`src/inc/reader_pkg.sv`:
```
// constants for the card reader command handler
`default_nettype none
package reader_pkg;
    localparam logic [7:0] CH_COLON = 8'h3A;
    localparam logic [7:0] CH_CR    = 8'h0D;
    localparam logic [7:0] CH_LF    = 8'h0A;
    localparam logic [7:0] CH_DOT   = 8'h2E;
    localparam logic [7:0] CH_ZERO  = 8'h30;
    localparam logic [7:0] CH_ONE   = 8'h31;
    localparam logic [7:0] CH_N     = 8'h4E;
    localparam logic [7:0] CH_S     = 8'h53;
    localparam logic [7:0] CH_R     = 8'h52;
    localparam logic [7:0] CH_T     = 8'h54;
    localparam logic [7:0] CH_UA    = 8'h41;
    localparam logic [7:0] CH_DIG0  = 8'h30;
    localparam logic [3:0] TYPE_MAX = 4'h6;
    localparam int         MSG_LEN  = 32;
    localparam int         CMD_LEN  = 4;
    // message ids
    localparam logic [2:0] MSG_CRLF  = 3'h0;
    localparam logic [2:0] MSG_INS   = 3'h1;
    localparam logic [2:0] MSG_READ  = 3'h2;
    localparam logic [2:0] MSG_CFG   = 3'h3;
    localparam logic [2:0] MSG_TRK   = 3'h4;
    localparam logic [2:0] MSG_NONE  = 3'h7;
endpackage : reader_pkg
`default_nettype wire

```
`src/verilog/byte_buffer.sv`:
```
// two-entry byte buffer with valid/ready on both sides
`default_nettype none
module byte_buffer #(
    parameter int WIDTH = 8
) (
    input  wire logic             clk,
    input  wire logic             reset,
    input  wire logic [WIDTH-1:0] in_data,
    input  wire logic             in_valid,
    output logic                  in_ready,
    output logic      [WIDTH-1:0] out_data,
    output logic                  out_valid,
    input  wire logic             out_ready
);
    logic [WIDTH-1:0] mem_q [2];
    logic             wr_q;
    logic             rd_q;
    logic [1:0]       cnt_q;
    logic             push;
    logic             pop;

    // full/empty from the occupancy count
    assign in_ready  = (cnt_q != 2'd2);
    assign out_valid = (cnt_q != 2'd0);
    assign push      = in_valid && in_ready;
    assign pop       = out_valid && out_ready;
    assign out_data  = mem_q[rd_q];

    // storage writes
    always_ff @(posedge clk) begin
        if (push) begin
            mem_q[wr_q] <= in_data;
        end
    end

    // pointers and count
    always_ff @(posedge clk) begin
        if (reset) begin
            wr_q  <= 1'b0;
            rd_q  <= 1'b0;
            cnt_q <= 2'd0;
        end else begin
            if (push) wr_q <= ~wr_q;
            if (pop) rd_q <= ~rd_q;
            cnt_q <= cnt_q + {1'b0, push} - {1'b0, pop};
        end
    end
endmodule : byte_buffer
`default_nettype wire

```
`src/verilog/card_reader_cmd.sv`:
```
// serial command interpreter for the card reader: notify, status and event messages
`default_nettype none
// Behaviour
// - notify command clears/sets flag, replies CRLF
// - notify-only mode sends insert and read messages
// - insertion message text, CRLF, no checksum
// - read-complete message text, CRLF, no checksum
// - configuration query returns one status frame
// - configuration frame layout with periods, checksum
// - four sensor characters in fixed order
// - swipe, flush, arrival flags as digits
// - fourth setting is read direction
// - fifth setting is sentinel inclusion
// - three track enables in order
// - reader type as single digit 0-6
// - track query echoes code, groups, checksum
// - track groups in track order
// - group holds data and start detection
// - checksum is two's complement, high first
// - every response ends CR LF
// - push mode pulses track_data_req instead of sending the read message
// - arrival flag restored from storage at power-up
module card_reader_cmd
    import reader_pkg::*;
(
    input  wire logic       clk,
    input  wire logic       reset,
    input  wire logic [7:0] rx_data,
    input  wire logic       rx_valid,
    output logic      [7:0] tx_data,
    output logic            tx_valid,
    input  wire logic       tx_ready,
    input  wire logic       saved_arrival,
    output logic            arrival_message_flag,
    output logic            arrival_save_stb,
    input  wire logic       swipe_push_flag,
    input  wire logic       buffer_flush_flag,
    input  wire logic       read_backward,
    input  wire logic       sentinel_include,
    input  wire logic [2:0] track_enable,
    input  wire logic [3:0] reader_type,
    input  wire logic [3:0] load_sensor_pin,
    input  wire logic [2:0] track_data_seen,
    input  wire logic [2:0] track_start_seen,
    input  wire logic       card_inserted,
    input  wire logic       card_read,
    output logic            track_data_req
);
    typedef enum logic [1:0] {
        RX_IDLE = 2'b00,
        RX_BODY = 2'b01
    } rx_state_t;

    typedef enum logic [1:0] {
        TX_IDLE = 2'b00,
        TX_BODY = 2'b01,
        TX_SUMH = 2'b10,
        TX_SUML = 2'b11
    } tx_state_t;

    rx_state_t      rx_state_q;
    tx_state_t      tx_state_q;
    logic [7:0]     cmd_q [CMD_LEN];
    logic [2:0]     cmd_cnt_q;
    logic [3:0]     sens_meta_q;
    logic [3:0]     sens_q;
    logic           restore_q;
    logic [2:0]     msg_q;
    logic [5:0]     idx_q;
    logic [7:0]     sum_q;
    logic           ins_pend_q;
    logic           read_pend_q;
    logic [2:0]     cmd_msg;
    logic           cmd_done;
    logic [7:0]     cur_byte;
    logic [5:0]     last_idx;
    logic           has_sum;
    logic [7:0]     chk;
    logic [7:0]     buf_data;
    logic           buf_valid;
    logic           buf_ready;

    function automatic logic [7:0] digit(input logic b);
        digit = b ? CH_ONE : CH_ZERO;
    endfunction : digit

    function automatic logic [7:0] hexc(input logic [3:0] n);
        hexc = (n < 4'hA) ? (CH_DIG0 + {4'h0, n}) : (CH_UA + {4'h0, n} - 8'h0A);
    endfunction : hexc

    // sensor pins are asynchronous, two flops before use
    always_ff @(posedge clk) begin
        if (reset) begin
            sens_meta_q <= 4'h0;
            sens_q      <= 4'h0;
        end else begin
            sens_meta_q <= load_sensor_pin;
            sens_q      <= sens_meta_q;
        end
    end

    // command collection: colon starts, CR ends
    always_ff @(posedge clk) begin
        if (reset) begin
            rx_state_q <= RX_IDLE;
            cmd_cnt_q  <= 3'd0;
            for (int i = 0; i < CMD_LEN; i++) cmd_q[i] <= 8'h00;
        end else if (rx_valid) begin
            case (rx_state_q)
                RX_IDLE: begin
                    if (rx_data == CH_COLON) begin
                        rx_state_q <= RX_BODY;
                        cmd_cnt_q  <= 3'd0;
                    end
                end
                RX_BODY: begin
                    if (rx_data == CH_CR) begin
                        rx_state_q <= RX_IDLE;
                    end else if (rx_data == CH_COLON) begin
                        cmd_cnt_q <= 3'd0;
                    end else if (cmd_cnt_q < 3'(CMD_LEN)) begin
                        cmd_q[cmd_cnt_q[1:0]] <= rx_data;
                        cmd_cnt_q             <= cmd_cnt_q + 3'd1;
                    end
                end
                default: rx_state_q <= RX_IDLE;
            endcase
        end
    end

    // decode when the carriage return arrives
    assign cmd_done = rx_valid && (rx_state_q == RX_BODY) && (rx_data == CH_CR);
    always_comb begin
        cmd_msg = MSG_NONE;
        if (cmd_cnt_q == 3'd2 && cmd_q[0] == CH_N) begin
            cmd_msg = MSG_CRLF;
        end else if (cmd_cnt_q == 3'd2 && cmd_q[0] == CH_S && cmd_q[1] == CH_R) begin
            cmd_msg = MSG_CFG;
        end else if (cmd_cnt_q == 3'd2 && cmd_q[0] == CH_S && cmd_q[1] == CH_T) begin
            cmd_msg = MSG_TRK;
        end
    end

    // arrival flag: loaded from saved copy once after reset, then by command
    always_ff @(posedge clk) begin
        if (reset) begin
            arrival_message_flag <= 1'b0;
            arrival_save_stb     <= 1'b0;
            restore_q            <= 1'b1;
        end else begin
            arrival_save_stb <= 1'b0;
            restore_q        <= 1'b0;
            if (restore_q) begin
                arrival_message_flag <= saved_arrival;
            end else if (cmd_done && cmd_cnt_q == 3'd2 && cmd_q[0] == CH_N) begin
                // other argument leaves every setting as it is
                if (cmd_q[1] == CH_ZERO || cmd_q[1] == CH_ONE) begin
                    arrival_message_flag <= (cmd_q[1] == CH_ONE);
                    arrival_save_stb     <= 1'b1;
                end
            end
        end
    end

    // card events latch until the message can go out; set wins over clear
    always_ff @(posedge clk) begin
        if (reset) begin
            ins_pend_q     <= 1'b0;
            read_pend_q    <= 1'b0;
            track_data_req <= 1'b0;
        end else begin
            track_data_req <= 1'b0;
            if (tx_state_q == TX_IDLE && !(cmd_done && cmd_msg != MSG_NONE)
                    && ins_pend_q) begin
                ins_pend_q <= 1'b0;
            end else if (tx_state_q == TX_IDLE && !(cmd_done && cmd_msg != MSG_NONE)
                    && read_pend_q) begin
                read_pend_q <= 1'b0;
            end
            if (card_inserted && arrival_message_flag) begin
                ins_pend_q <= 1'b1;
            end
            if (card_read && arrival_message_flag && !swipe_push_flag) begin
                read_pend_q <= 1'b1;
            end
            if (card_read && arrival_message_flag && swipe_push_flag) begin
                track_data_req <= 1'b1;
            end
        end
    end

    // byte of the current message at the current index
    always_comb begin
        cur_byte = CH_CR;
        last_idx = 6'd1;
        has_sum  = 1'b0;
        case (msg_q)
            MSG_INS: begin
                last_idx = 6'd14;
                case (idx_q)
                    6'd0:  cur_byte = 8'h43;
                    6'd1:  cur_byte = 8'h61;
                    6'd2:  cur_byte = 8'h72;
                    6'd3:  cur_byte = 8'h64;
                    6'd4:  cur_byte = 8'h20;
                    6'd5:  cur_byte = 8'h49;
                    6'd6:  cur_byte = 8'h6E;
                    6'd7:  cur_byte = 8'h73;
                    6'd8:  cur_byte = 8'h65;
                    6'd9:  cur_byte = 8'h72;
                    6'd10: cur_byte = 8'h74;
                    6'd11: cur_byte = 8'h65;
                    6'd12: cur_byte = 8'h64;
                    6'd13: cur_byte = CH_CR;
                    default: cur_byte = CH_LF;
                endcase
            end
            MSG_READ: begin
                last_idx = 6'd11;
                case (idx_q)
                    6'd0:  cur_byte = 8'h54;
                    6'd1:  cur_byte = 8'h72;
                    6'd2:  cur_byte = 8'h61;
                    6'd3:  cur_byte = 8'h63;
                    6'd4:  cur_byte = 8'h6B;
                    6'd5:  cur_byte = 8'h20;
                    6'd6:  cur_byte = 8'h52;
                    6'd7:  cur_byte = 8'h65;
                    6'd8:  cur_byte = 8'h61;
                    6'd9:  cur_byte = 8'h64;
                    6'd10: cur_byte = CH_CR;
                    default: cur_byte = CH_LF;
                endcase
            end
            MSG_CFG: begin
                // body up to the last period; checksum appended after
                last_idx = 6'd19;
                has_sum  = 1'b1;
                case (idx_q)
                    6'd0:  cur_byte = CH_S;
                    6'd1:  cur_byte = CH_R;
                    6'd2:  cur_byte = CH_COLON;
                    6'd3:  cur_byte = digit(sens_q[0]);
                    6'd4:  cur_byte = digit(sens_q[1]);
                    6'd5:  cur_byte = digit(sens_q[2]);
                    6'd6:  cur_byte = digit(sens_q[3]);
                    6'd8:  cur_byte = digit(swipe_push_flag);
                    6'd9:  cur_byte = digit(buffer_flush_flag);
                    6'd10: cur_byte = digit(arrival_message_flag);
                    6'd11: cur_byte = digit(read_backward);
                    6'd12: cur_byte = digit(sentinel_include);
                    6'd14: cur_byte = digit(track_enable[0]);
                    6'd15: cur_byte = digit(track_enable[1]);
                    6'd16: cur_byte = digit(track_enable[2]);
                    6'd18: cur_byte = CH_DIG0 + {4'h0,
                                      (reader_type > TYPE_MAX) ? TYPE_MAX : reader_type};
                    default: cur_byte = CH_DOT;
                endcase
            end
            MSG_TRK: begin
                last_idx = 6'd11;
                has_sum  = 1'b1;
                case (idx_q)
                    6'd0:  cur_byte = CH_S;
                    6'd1:  cur_byte = CH_T;
                    6'd2:  cur_byte = CH_COLON;
                    6'd3:  cur_byte = digit(track_data_seen[0]);
                    6'd4:  cur_byte = digit(track_start_seen[0]);
                    6'd6:  cur_byte = digit(track_data_seen[1]);
                    6'd7:  cur_byte = digit(track_start_seen[1]);
                    6'd9:  cur_byte = digit(track_data_seen[2]);
                    6'd10: cur_byte = digit(track_start_seen[2]);
                    default: cur_byte = CH_DOT;
                endcase
            end
            default: begin
                cur_byte = (idx_q == 6'd0) ? CH_CR : CH_LF;
            end
        endcase
    end

    // two's complement of running sum
    assign chk = 8'h00 - sum_q;

    // transmit sequencer; next message starts only when idle
    always_ff @(posedge clk) begin
        if (reset) begin
            tx_state_q <= TX_IDLE;
            msg_q      <= MSG_NONE;
            idx_q      <= 6'd0;
            sum_q      <= 8'h00;
        end else begin
            case (tx_state_q)
                TX_IDLE: begin
                    idx_q <= 6'd0;
                    sum_q <= 8'h00;
                    if (cmd_done && cmd_msg != MSG_NONE) begin
                        msg_q      <= cmd_msg;
                        tx_state_q <= TX_BODY;
                    end else if (ins_pend_q) begin
                        msg_q      <= MSG_INS;
                        tx_state_q <= TX_BODY;
                    end else if (read_pend_q) begin
                        msg_q      <= MSG_READ;
                        tx_state_q <= TX_BODY;
                    end
                end
                TX_BODY: begin
                    if (buf_ready) begin
                        sum_q <= sum_q + cur_byte;
                        if (idx_q == last_idx) begin
                            idx_q      <= 6'd0;
                            tx_state_q <= has_sum ? TX_SUMH : TX_IDLE;
                        end else begin
                            idx_q <= idx_q + 6'd1;
                        end
                    end
                end
                TX_SUMH: begin
                    if (buf_ready) tx_state_q <= TX_SUML;
                end
                TX_SUML: begin
                    // then CR LF through the plain trailer
                    if (buf_ready) begin
                        msg_q      <= MSG_CRLF;
                        tx_state_q <= TX_BODY;
                    end
                end
                default: tx_state_q <= TX_IDLE;
            endcase
        end
    end

    // byte presented to the buffer
    always_comb begin
        case (tx_state_q)
            TX_SUMH: buf_data = hexc(chk[7:4]);
            TX_SUML: buf_data = hexc(chk[3:0]);
            default: buf_data = cur_byte;
        endcase
    end
    assign buf_valid = (tx_state_q != TX_IDLE);

    // a stalled receiver fills the buffer and freezes the sequencer
    byte_buffer #(
        .WIDTH(8)
    ) u_tx_buf (
        .clk      (clk),
        .reset    (reset),
        .in_data  (buf_data),
        .in_valid (buf_valid),
        .in_ready (buf_ready),
        .out_data (tx_data),
        .out_valid(tx_valid),
        .out_ready(tx_ready)
    );

    // checks
    property p_notify_set;
        @(posedge clk) disable iff (reset)
        (cmd_done && cmd_cnt_q == 3'd2 && cmd_q[0] == CH_N && cmd_q[1] == CH_ONE && !restore_q)
            |=> arrival_message_flag;
    endproperty
    a_notify_set: assert property (p_notify_set) else $error("notify set failed");

    property p_notify_bad;
        @(posedge clk) disable iff (reset)
        (cmd_done && cmd_q[0] == CH_N && cmd_q[1] != CH_ZERO && cmd_q[1] != CH_ONE
            && !restore_q) |=> $stable(arrival_message_flag);
    endproperty
    a_notify_bad: assert property (p_notify_bad) else $error("bad argument changed flag");

    property p_ins_first;
        @(posedge clk) disable iff (reset)
        (tx_state_q == TX_BODY && msg_q == MSG_INS && idx_q == 6'd0) |-> buf_data == 8'h43;
    endproperty
    a_ins_first: assert property (p_ins_first) else $error("insert message start wrong");

    property p_read_pend;
        @(posedge clk) disable iff (reset)
        (card_read && arrival_message_flag && !swipe_push_flag) |=> read_pend_q;
    endproperty
    a_read_pend: assert property (p_read_pend) else $error("read event lost");

    property p_push_req;
        @(posedge clk) disable iff (reset)
        (card_read && arrival_message_flag && swipe_push_flag)
            |=> track_data_req && !$rose(read_pend_q);
    endproperty
    a_push_req: assert property (p_push_req) else $error("push mode wrong");

    property p_sum_after_body;
        @(posedge clk) disable iff (reset)
        (tx_state_q == TX_SUML && buf_ready) |=> (tx_state_q == TX_BODY && msg_q == MSG_CRLF);
    endproperty
    a_sum_after_body: assert property (p_sum_after_body) else $error("no trailer");

    property p_sum_hi;
        @(posedge clk) disable iff (reset)
        (tx_state_q == TX_SUMH) |-> buf_data == hexc(4'((8'h00 - sum_q) >> 4));
    endproperty
    a_sum_hi: assert property (p_sum_hi) else $error("checksum digit wrong");

    property p_cfg_type;
        @(posedge clk) disable iff (reset)
        (tx_state_q == TX_BODY && msg_q == MSG_CFG && idx_q == 6'd18)
            |-> buf_data >= CH_ZERO && buf_data <= 8'h36;
    endproperty
    a_cfg_type: assert property (p_cfg_type) else $error("type digit out of range");
endmodule : card_reader_cmd
`default_nettype wire

```
`config.mk`:
```
export PLATFORM = sky130hd
export DESIGN_NAME = card_reader_cmd
export DESIGN_NICKNAME = d
export VERILOG_FILES = /design/src/inc/reader_pkg.sv /design/src/verilog/byte_buffer.sv /design/src/verilog/card_reader_cmd.sv
export SDC_FILE = /design/constraint.sdc
export NUM_CORES = 1
export LEC_CHECK = 0
export CORE_UTILIZATION = 55
export CTS_BUF_LIST = sky130_fd_sc_hd__clkbuf_16
export CTS_CLUSTER_DIAMETER = 80
export CTS_CLUSTER_SIZE = 25
export DETAILED_ROUTE_END_ITERATION = 12
export DONT_BUFFER_PORTS = 1
export GPL_ROUTABILITY_DRIVEN = 0
export GPL_TIMING_DRIVEN = 0
export PLACE_DENSITY = 0.7
export REMOVE_ABC_BUFFERS = 1
export SKIP_CTS_REPAIR_TIMING = 1
export SLEW_MARGIN = 20
export SYNTH_ARGS = -nofsm -noshare
export SYNTH_HDL_FRONTEND = slang
export SYNTH_HIERARCHICAL = 1
export SYNTH_SLANG_ARGS = --single-unit
export TNS_END_PERCENT = 20
```
`constraint.sdc`:
```
create_clock -name clk -period 7.81 [get_ports clk]
set_clock_uncertainty 0.2 [all_clocks]
set_input_delay 0.781 -clock clk [delete_from_list [all_inputs] [get_ports clk]]
set_output_delay 0.781 -clock clk [all_outputs]
set_load 0.03 [all_outputs]
```
# Word level (Yosys, flattened, before mapping)
# Memory sizes are Yosys's and may differ from the RTL's. A register that Yosys moved wholly into a read port is not among the register bits.
# Cells that the tools add are included.
[word_totals]
register_bits = 42
mem_bits_rw = 48
rom_bits = 224
output_inout_bits = 12
elab_cells = 222
mem_count = 4
[classes]
add_sub_neg = 13
n_lt_le_gt_ge = 4
eq_ne = 46
muxes = 90
bitwise_logic = 3
reduce_logical = 45
[memory_table]
columns = ["name", "words", "width", "read_ports", "rd_ports_with_merged_regs", "wr", "line_no", "rtl"]
rows = [
  ["(name not given)", 16, 7, 1, 1, 0, "card_reader_cmd.sv:200", "case (idx_q)"],
  ["(name not given)", 16, 7, 1, 1, 0, "card_reader_cmd.sv:220", "case (idx_q)"],
  ["cmd_q", 4, 8, 2, 0, 4, "card_reader_cmd.sv:63", "logic [7:0] cmd_q [CMD_LEN];"],
  ["u_tx_buf.mem_q", 2, 8, 1, 1, 1, "byte_buffer.sv:15", "logic [WIDTH-1:0] mem_q [2];"],
]
[ops]
columns = ["operator", "n"]
rows = [
  ["$pmux 7 s16", 1],
  ["$pmux 7 s9", 1],
  ["$mux 8", 6],
  ["$mux 1", 43],
  ["$eq 6x4->1 const B", 7],
  ["$mux 3", 11],
  ["$eq 8x7->1 const B", 4],
  ["$pmux 8 s2", 2],
  ["$pmux 8 s4", 1],
  ["$eq 6x3->1 const B", 4],
  ["$eq 8x6->1 const B", 3],
  ["$mux 2", 12],
  ["$add 6x4->7 const A", 3],
  ["$mux 4", 5],
  ["$logic_and 1x1->1", 18],
  ["$reduce_bool 2->1", 9],
  ["$add 7x4->8 const A", 2],
  ["$sub 8x4->8 const B", 2],
  ["$pmux 5 s3", 1],
  ["$eq 6x2->1 const B", 2],
  ["$eq 6x5->1 const B", 2],
  ["$mux 6", 2],
  ["$pmux 3 s2", 2],
  ["$pmux 6 s2", 1],
  ["34 further kinds", 57],
]

# Longest topological paths before layout
# An unclocked memory read counts as a cell.
[depth]
word_depth = 15
ltp_mapped = 18

# Cells and area by module
# Netlist, hierarchy kept.
[by_module_without_submodules]
columns = ["mod", "instances", "cells_per_inst", "area_per_inst_um2"]
rows = [
  ["card_reader_cmd", 1, 597, 4974.8],
  ["byte_buffer", 1, 49, 813.3],
]

# Worst setup path before layout
# No wires, ideal clock.
[synth_path]
path_kind = "register to register"
startpoint = "reg idx_q[1]"
endpoint = "reg sum_q[6]"
setup_time_ns = 0.062
arrival_ns = 3.582
required_time_ns = 7.548
setup_slack_ns = 3.966
path_stages_with_launch = 18
synth_period_minus_slack_ns = 3.844
cell_sequence = "dfxtp_1 inv_1 ha_1 or2_2 and2_1 o31ai_1 a311oi_1 nor4_1 nor2_1 ha_1 inv_1 fa_1 nor2b_1 o21ai_0 a21boi_0 o21a_1 or4_1 nand3_1"
[synth_between]
elab_chain_len = 6
[synth_rtl]
columns = ["item", "line_no", "rtl"]
rows = [
  ["start, declared", "card_reader_cmd.sv:69", "logic [5:0] idx_q;"],
  ["start signal, assigned", "card_reader_cmd.sv:315", "idx_q <= idx_q + 6'd1;"],
  ["$eq 6x5->1 (tied with other cells)", "card_reader_cmd.sv:239", "case (idx_q)"],
  ["$pmux 7 s16 (tied with other cells)", "card_reader_cmd.sv:239", ""],
  ["$pmux 8 s4 *", "card_reader_cmd.sv:197", "case (msg_q)"],
  ["$add 8x8->8 *", "card_reader_cmd.sv:310", "sum_q <= sum_q + cur_byte;"],
  ["$mux 8 *", "card_reader_cmd.sv:309", "if (buf_ready) begin"],
  ["$pmux 8 s2 *", "card_reader_cmd.sv:293", "case (tx_state_q)"],
  ["end signal, assigned", "card_reader_cmd.sv:310", ""],
  ["end, declared", "card_reader_cmd.sv:70", "logic [7:0] sum_q;"],
]
# Every way passes the cells marked *; elsewhere a longest branch is shown, timed or not. The select of a mux whose other input is x is not followed.
# A chain may end at the register's enable or synchronous reset.

# Worst setup path after layout
# Ends and elaborated chain as after synthesis.

==> results.sh <==
export IMPL_maxSlewHeadroom_pct=39.3
export IMPL_hpwl_mm=9.63
export IMPL_worstPathCellList="inv_1, ha_1, or2_2, and2_1, o31ai_1, a311oi_1, nor4_1, nor2_1, ha_1, inv_1, fa_1, nor2b_1, o21ai_0, a21boi_0, o21a_1, or4_1, nand3_1"
export IMPL_drc_errors=0
export IMPL_fin_nets=687
export IMPL_r2r_end="sum_q[6]"
export IMPL_final_hold_viol_count=0
export IMPL_drive_gt1_share_pct=6.55
export IMPL_p_leak_nw=2.30
export IMPL_tns_ns=0
export IMPL_fillers=900
export IMPL_rsz0062_at_grt="no"
export IMPL_wl_per_cell_um=17.5
export IMPL_cts_sinks=88
export IMPL_grt_pass1_wl_mm=22.4
export IMPL_dr_pass1_iters=5
export IMPL_setup_violations=0
export IMPL_crit_fanout=14
export IMPL_clock_latency_ns=0.35
export IMPL_slew_viol_final=0
export IMPL_slowest_stage="o31ai_1"
export IMPL_core_um2=10300
export IMPL_grt_use_total_pct=25.1
export IMPL_drv_cap=0
export IMPL_yosysTopAreaCellShare_pct=19.4
export IMPL_antenna_found_initial=0
export IMPL_async_flop_share_pct=0
export IMPL_syn_to_final_growth_pct=5.36
export IMPL_tightest_slew_ns=0.893
export IMPL_drtIter0Drc=420
export IMPL_powerDensity_nw_per_um2=249
export IMPL_avgViaCountPerCell=6.36
export IMPL_period_needed_ns=4.92
export IMPL_num_vias=4845
export IMPL_status="finished clean"
export IMPL_hp_class="reg -> reg"
export IMPL_yosysTopAreaCell="dfxtp_1"
export IMPL_die_w_um=105
export IMPL_cts_buffer_depth=2
export IMPL_port_buffers=0
export IMPL_fp_row_count=37
export IMPL_cts_buffers=9
export IMPL_min_path_cells=1
export IMPL_ctsRootBufferMaster="clkbuf_16"
export IMPL_max_stage_delay_ns=0.60
export IMPL_hp_start="sens_meta_q[0]"
export IMPL_crit_arrival_ns=5.01
export IMPL_worstSetupStartpointType="flop"
export IMPL_crit_type="reg -> reg"
export IMPL_vdd_drop_max_uv=120
export IMPL_synth_cell_types=86
export IMPL_cts_tree="done"
export IMPL_routed_wl_mm=13.3
export IMPL_clk_pin_slew_worst_paths_ns=0.07
export IMPL_critPathCaptureType="flop"
export IMPL_synth_edf_count=32
export IMPL_initial_core_util_pct=56.3
export IMPL_synth_area_leaders="dfxtp_1 (19%), edfxtp_1 (17%), ha_1 (6.3%)"
export IMPL_diodes=0
export IMPL_avgSynthCellArea_um2=8.96
export IMPL_mappedNetlistArea_um2=5790
export IMPL_htreeDepth=3
export IMPL_grt_overflow=0
export IMPL_seq_area_frac_synth_pct=36.0
export IMPL_syn_inst=646
export IMPL_r2r_start="idx_q[1]"
export IMPL_synth_flop_cell="dfxtp_1"
export IMPL_ant_nets=0
export IMPL_r2r_setup_slack_ns=2.89
export IMPL_rr_worst_depth=17
export IMPL_ios=48
export IMPL_finalCritPeriodShare_pct=63.1
export IMPL_ys_ff_latch=88
export IMPL_max_freq_mhz=203
export IMPL_yosys_warnings=6
export IMPL_utilization_pct=59.3
export IMPL_dieArea_um2=10900
export IMPL_grt_pass1_vias=4591
export IMPL_die_h_um=105
export IMPL_hold_end="sens_q[0]"
export IMPL_cp_required_ns=7.89
export IMPL_grt_max_degree=51
cell families (layout without fill, tap and decap cells):
| logic type | count (synthesis) | in the layout | synth area share [%] |
|---|---|---|---|
| AND/OR/NAND/NOR | 249 | 249 | 23.5 |
| other | 1 | 2 | 0.0648 |
| multiplexers | 25 | 25 | 4.69 |
| AO/OA/AOI/OAI | 171 | 171 | 21.7 |
| XOR/XNOR | 18 | 18 | 2.72 |
| flip-flops | 88 | 88 | 36.0 |
| buffers and inverters | 64 | 43 | 4.78 |
| adder cells (fa/ha/maj) | 30 | 30 | 6.61 |
worst max-delay path, delay by kind of cell (launching register included):
| kind | cells | cell delay [ns] |
|---|---|---|
| AND/OR/NAND/NOR | 7 | 1.85 |
| buffers and inverters | 2 | 0.23 |
| AO/OA/AOI/OAI | 5 | 1.25 |
| adder cells (fa/ha/maj) | 3 | 0.81 |
| flip-flops | 1 | 0.54 |
how the worst max path moves through the flow:
stage,startpoint,to,depth (start not counted)
final,idx_q[1],sum_q[6],17
after global routing,idx_q[1],sum_q[6],17
after CTS,idx_q[1],sum_q[6],17
after detailed placement,idx_q[1],sum_q[6],17
after global placement,idx_q[1],sum_q[6],17
after floorplan,idx_q[0],sum_q[6],17
routing by layer:
| layer | GRT usage [%] | part of all wire (%) |
|---|---|---|
| met4 | 9.76 | 2.6 |
| met2 | 41.5 | 48 |
| met1 | 33.2 | 45 |
| met3 | 3.74 | 4.9 |
| met5 | 0 | 0 |
synthesized netlist by cell type (all sizes together) (14+ instances only):
cell / number
dfxtp: 56
ha: 29
inv: 26
and3: 20
nor3: 15
buf: 15
mux2: 14
nand2: 47
a21oi: 25
nand3: 17
clkbuf: 23
nor2b: 28
nor2: 56
edfxtp: 32
o21ai: 29
per-stage QoR:
stage	setup slack, ns	instances	hold WS [ns]	instance area (um2)	total power [mW]
after global placement	3.17	745	0.218	5780	1.07
after detailed placement	3.07	746	0.231	5800	1.09
after global routing	2.55	762	0.258	6100	1.60
after CTS	3.03	762	0.246	6100	1.52
after floorplan	3.88	609	0.214	5610	0.983
final	2.89	762	0.245	6100	1.52
layout by cell type, fill, tap and decap left out, types with 4 or more instances in the layout:
cell / n
a21o_1: 10
nor4_1: 4
nor3_1: 15
o21bai_1: 5
dfxtp_1: 56
mux2i_1: 10
a311oi_1: 4
a22oi_1: 10
or3_1: 4
nor4b_1: 6
nand3_1: 17
a221o_1: 7
nand2b_1: 4
o32ai_1: 4
a211oi_1: 9
a21oi_1: 25
inv_1: 26
nor3b_1: 13
nor2_1: 56
nand2_1: 46
o22ai_1: 6
o31ai_1: 6
nor2b_1: 28
xnor2_1: 12
mux2_2: 5
o21ai_0: 28
ha_1: 29
mux2_1: 8
edfxtp_1: 32
a211o_1: 6
and2_1: 6
xor2_1: 6
a21boi_0: 4
and3_1: 20
clkbuf_16: 9
nand4_1: 4
o211ai_1: 6
power by group:
| part | internal [mW] | leakage, nW | total, mW | switching [mW] |
|---|---|---|---|---|
| clock | 0.226 | 0.144 | 0.428 | 0.202 |
| combinational | 0.204 | 1.39 | 0.505 | 0.301 |
| sequential | 0.524 | 0.764 | 0.585 | 0.0612 |
area by class of cell:
class                      instances  area (um2)  share of cell area, %
timing repair buffer               1        5.00                 0.0821
inverter                          26        97.6                   1.60
sequential                        88        2080                   34.1
multi-input combinational        495        3440                   56.5
tap                              136         170                   2.79
clock inverter                     7        75.1                   1.23
clock buffer                       9         225                   3.69
Power figures use the tool's default switching activity.
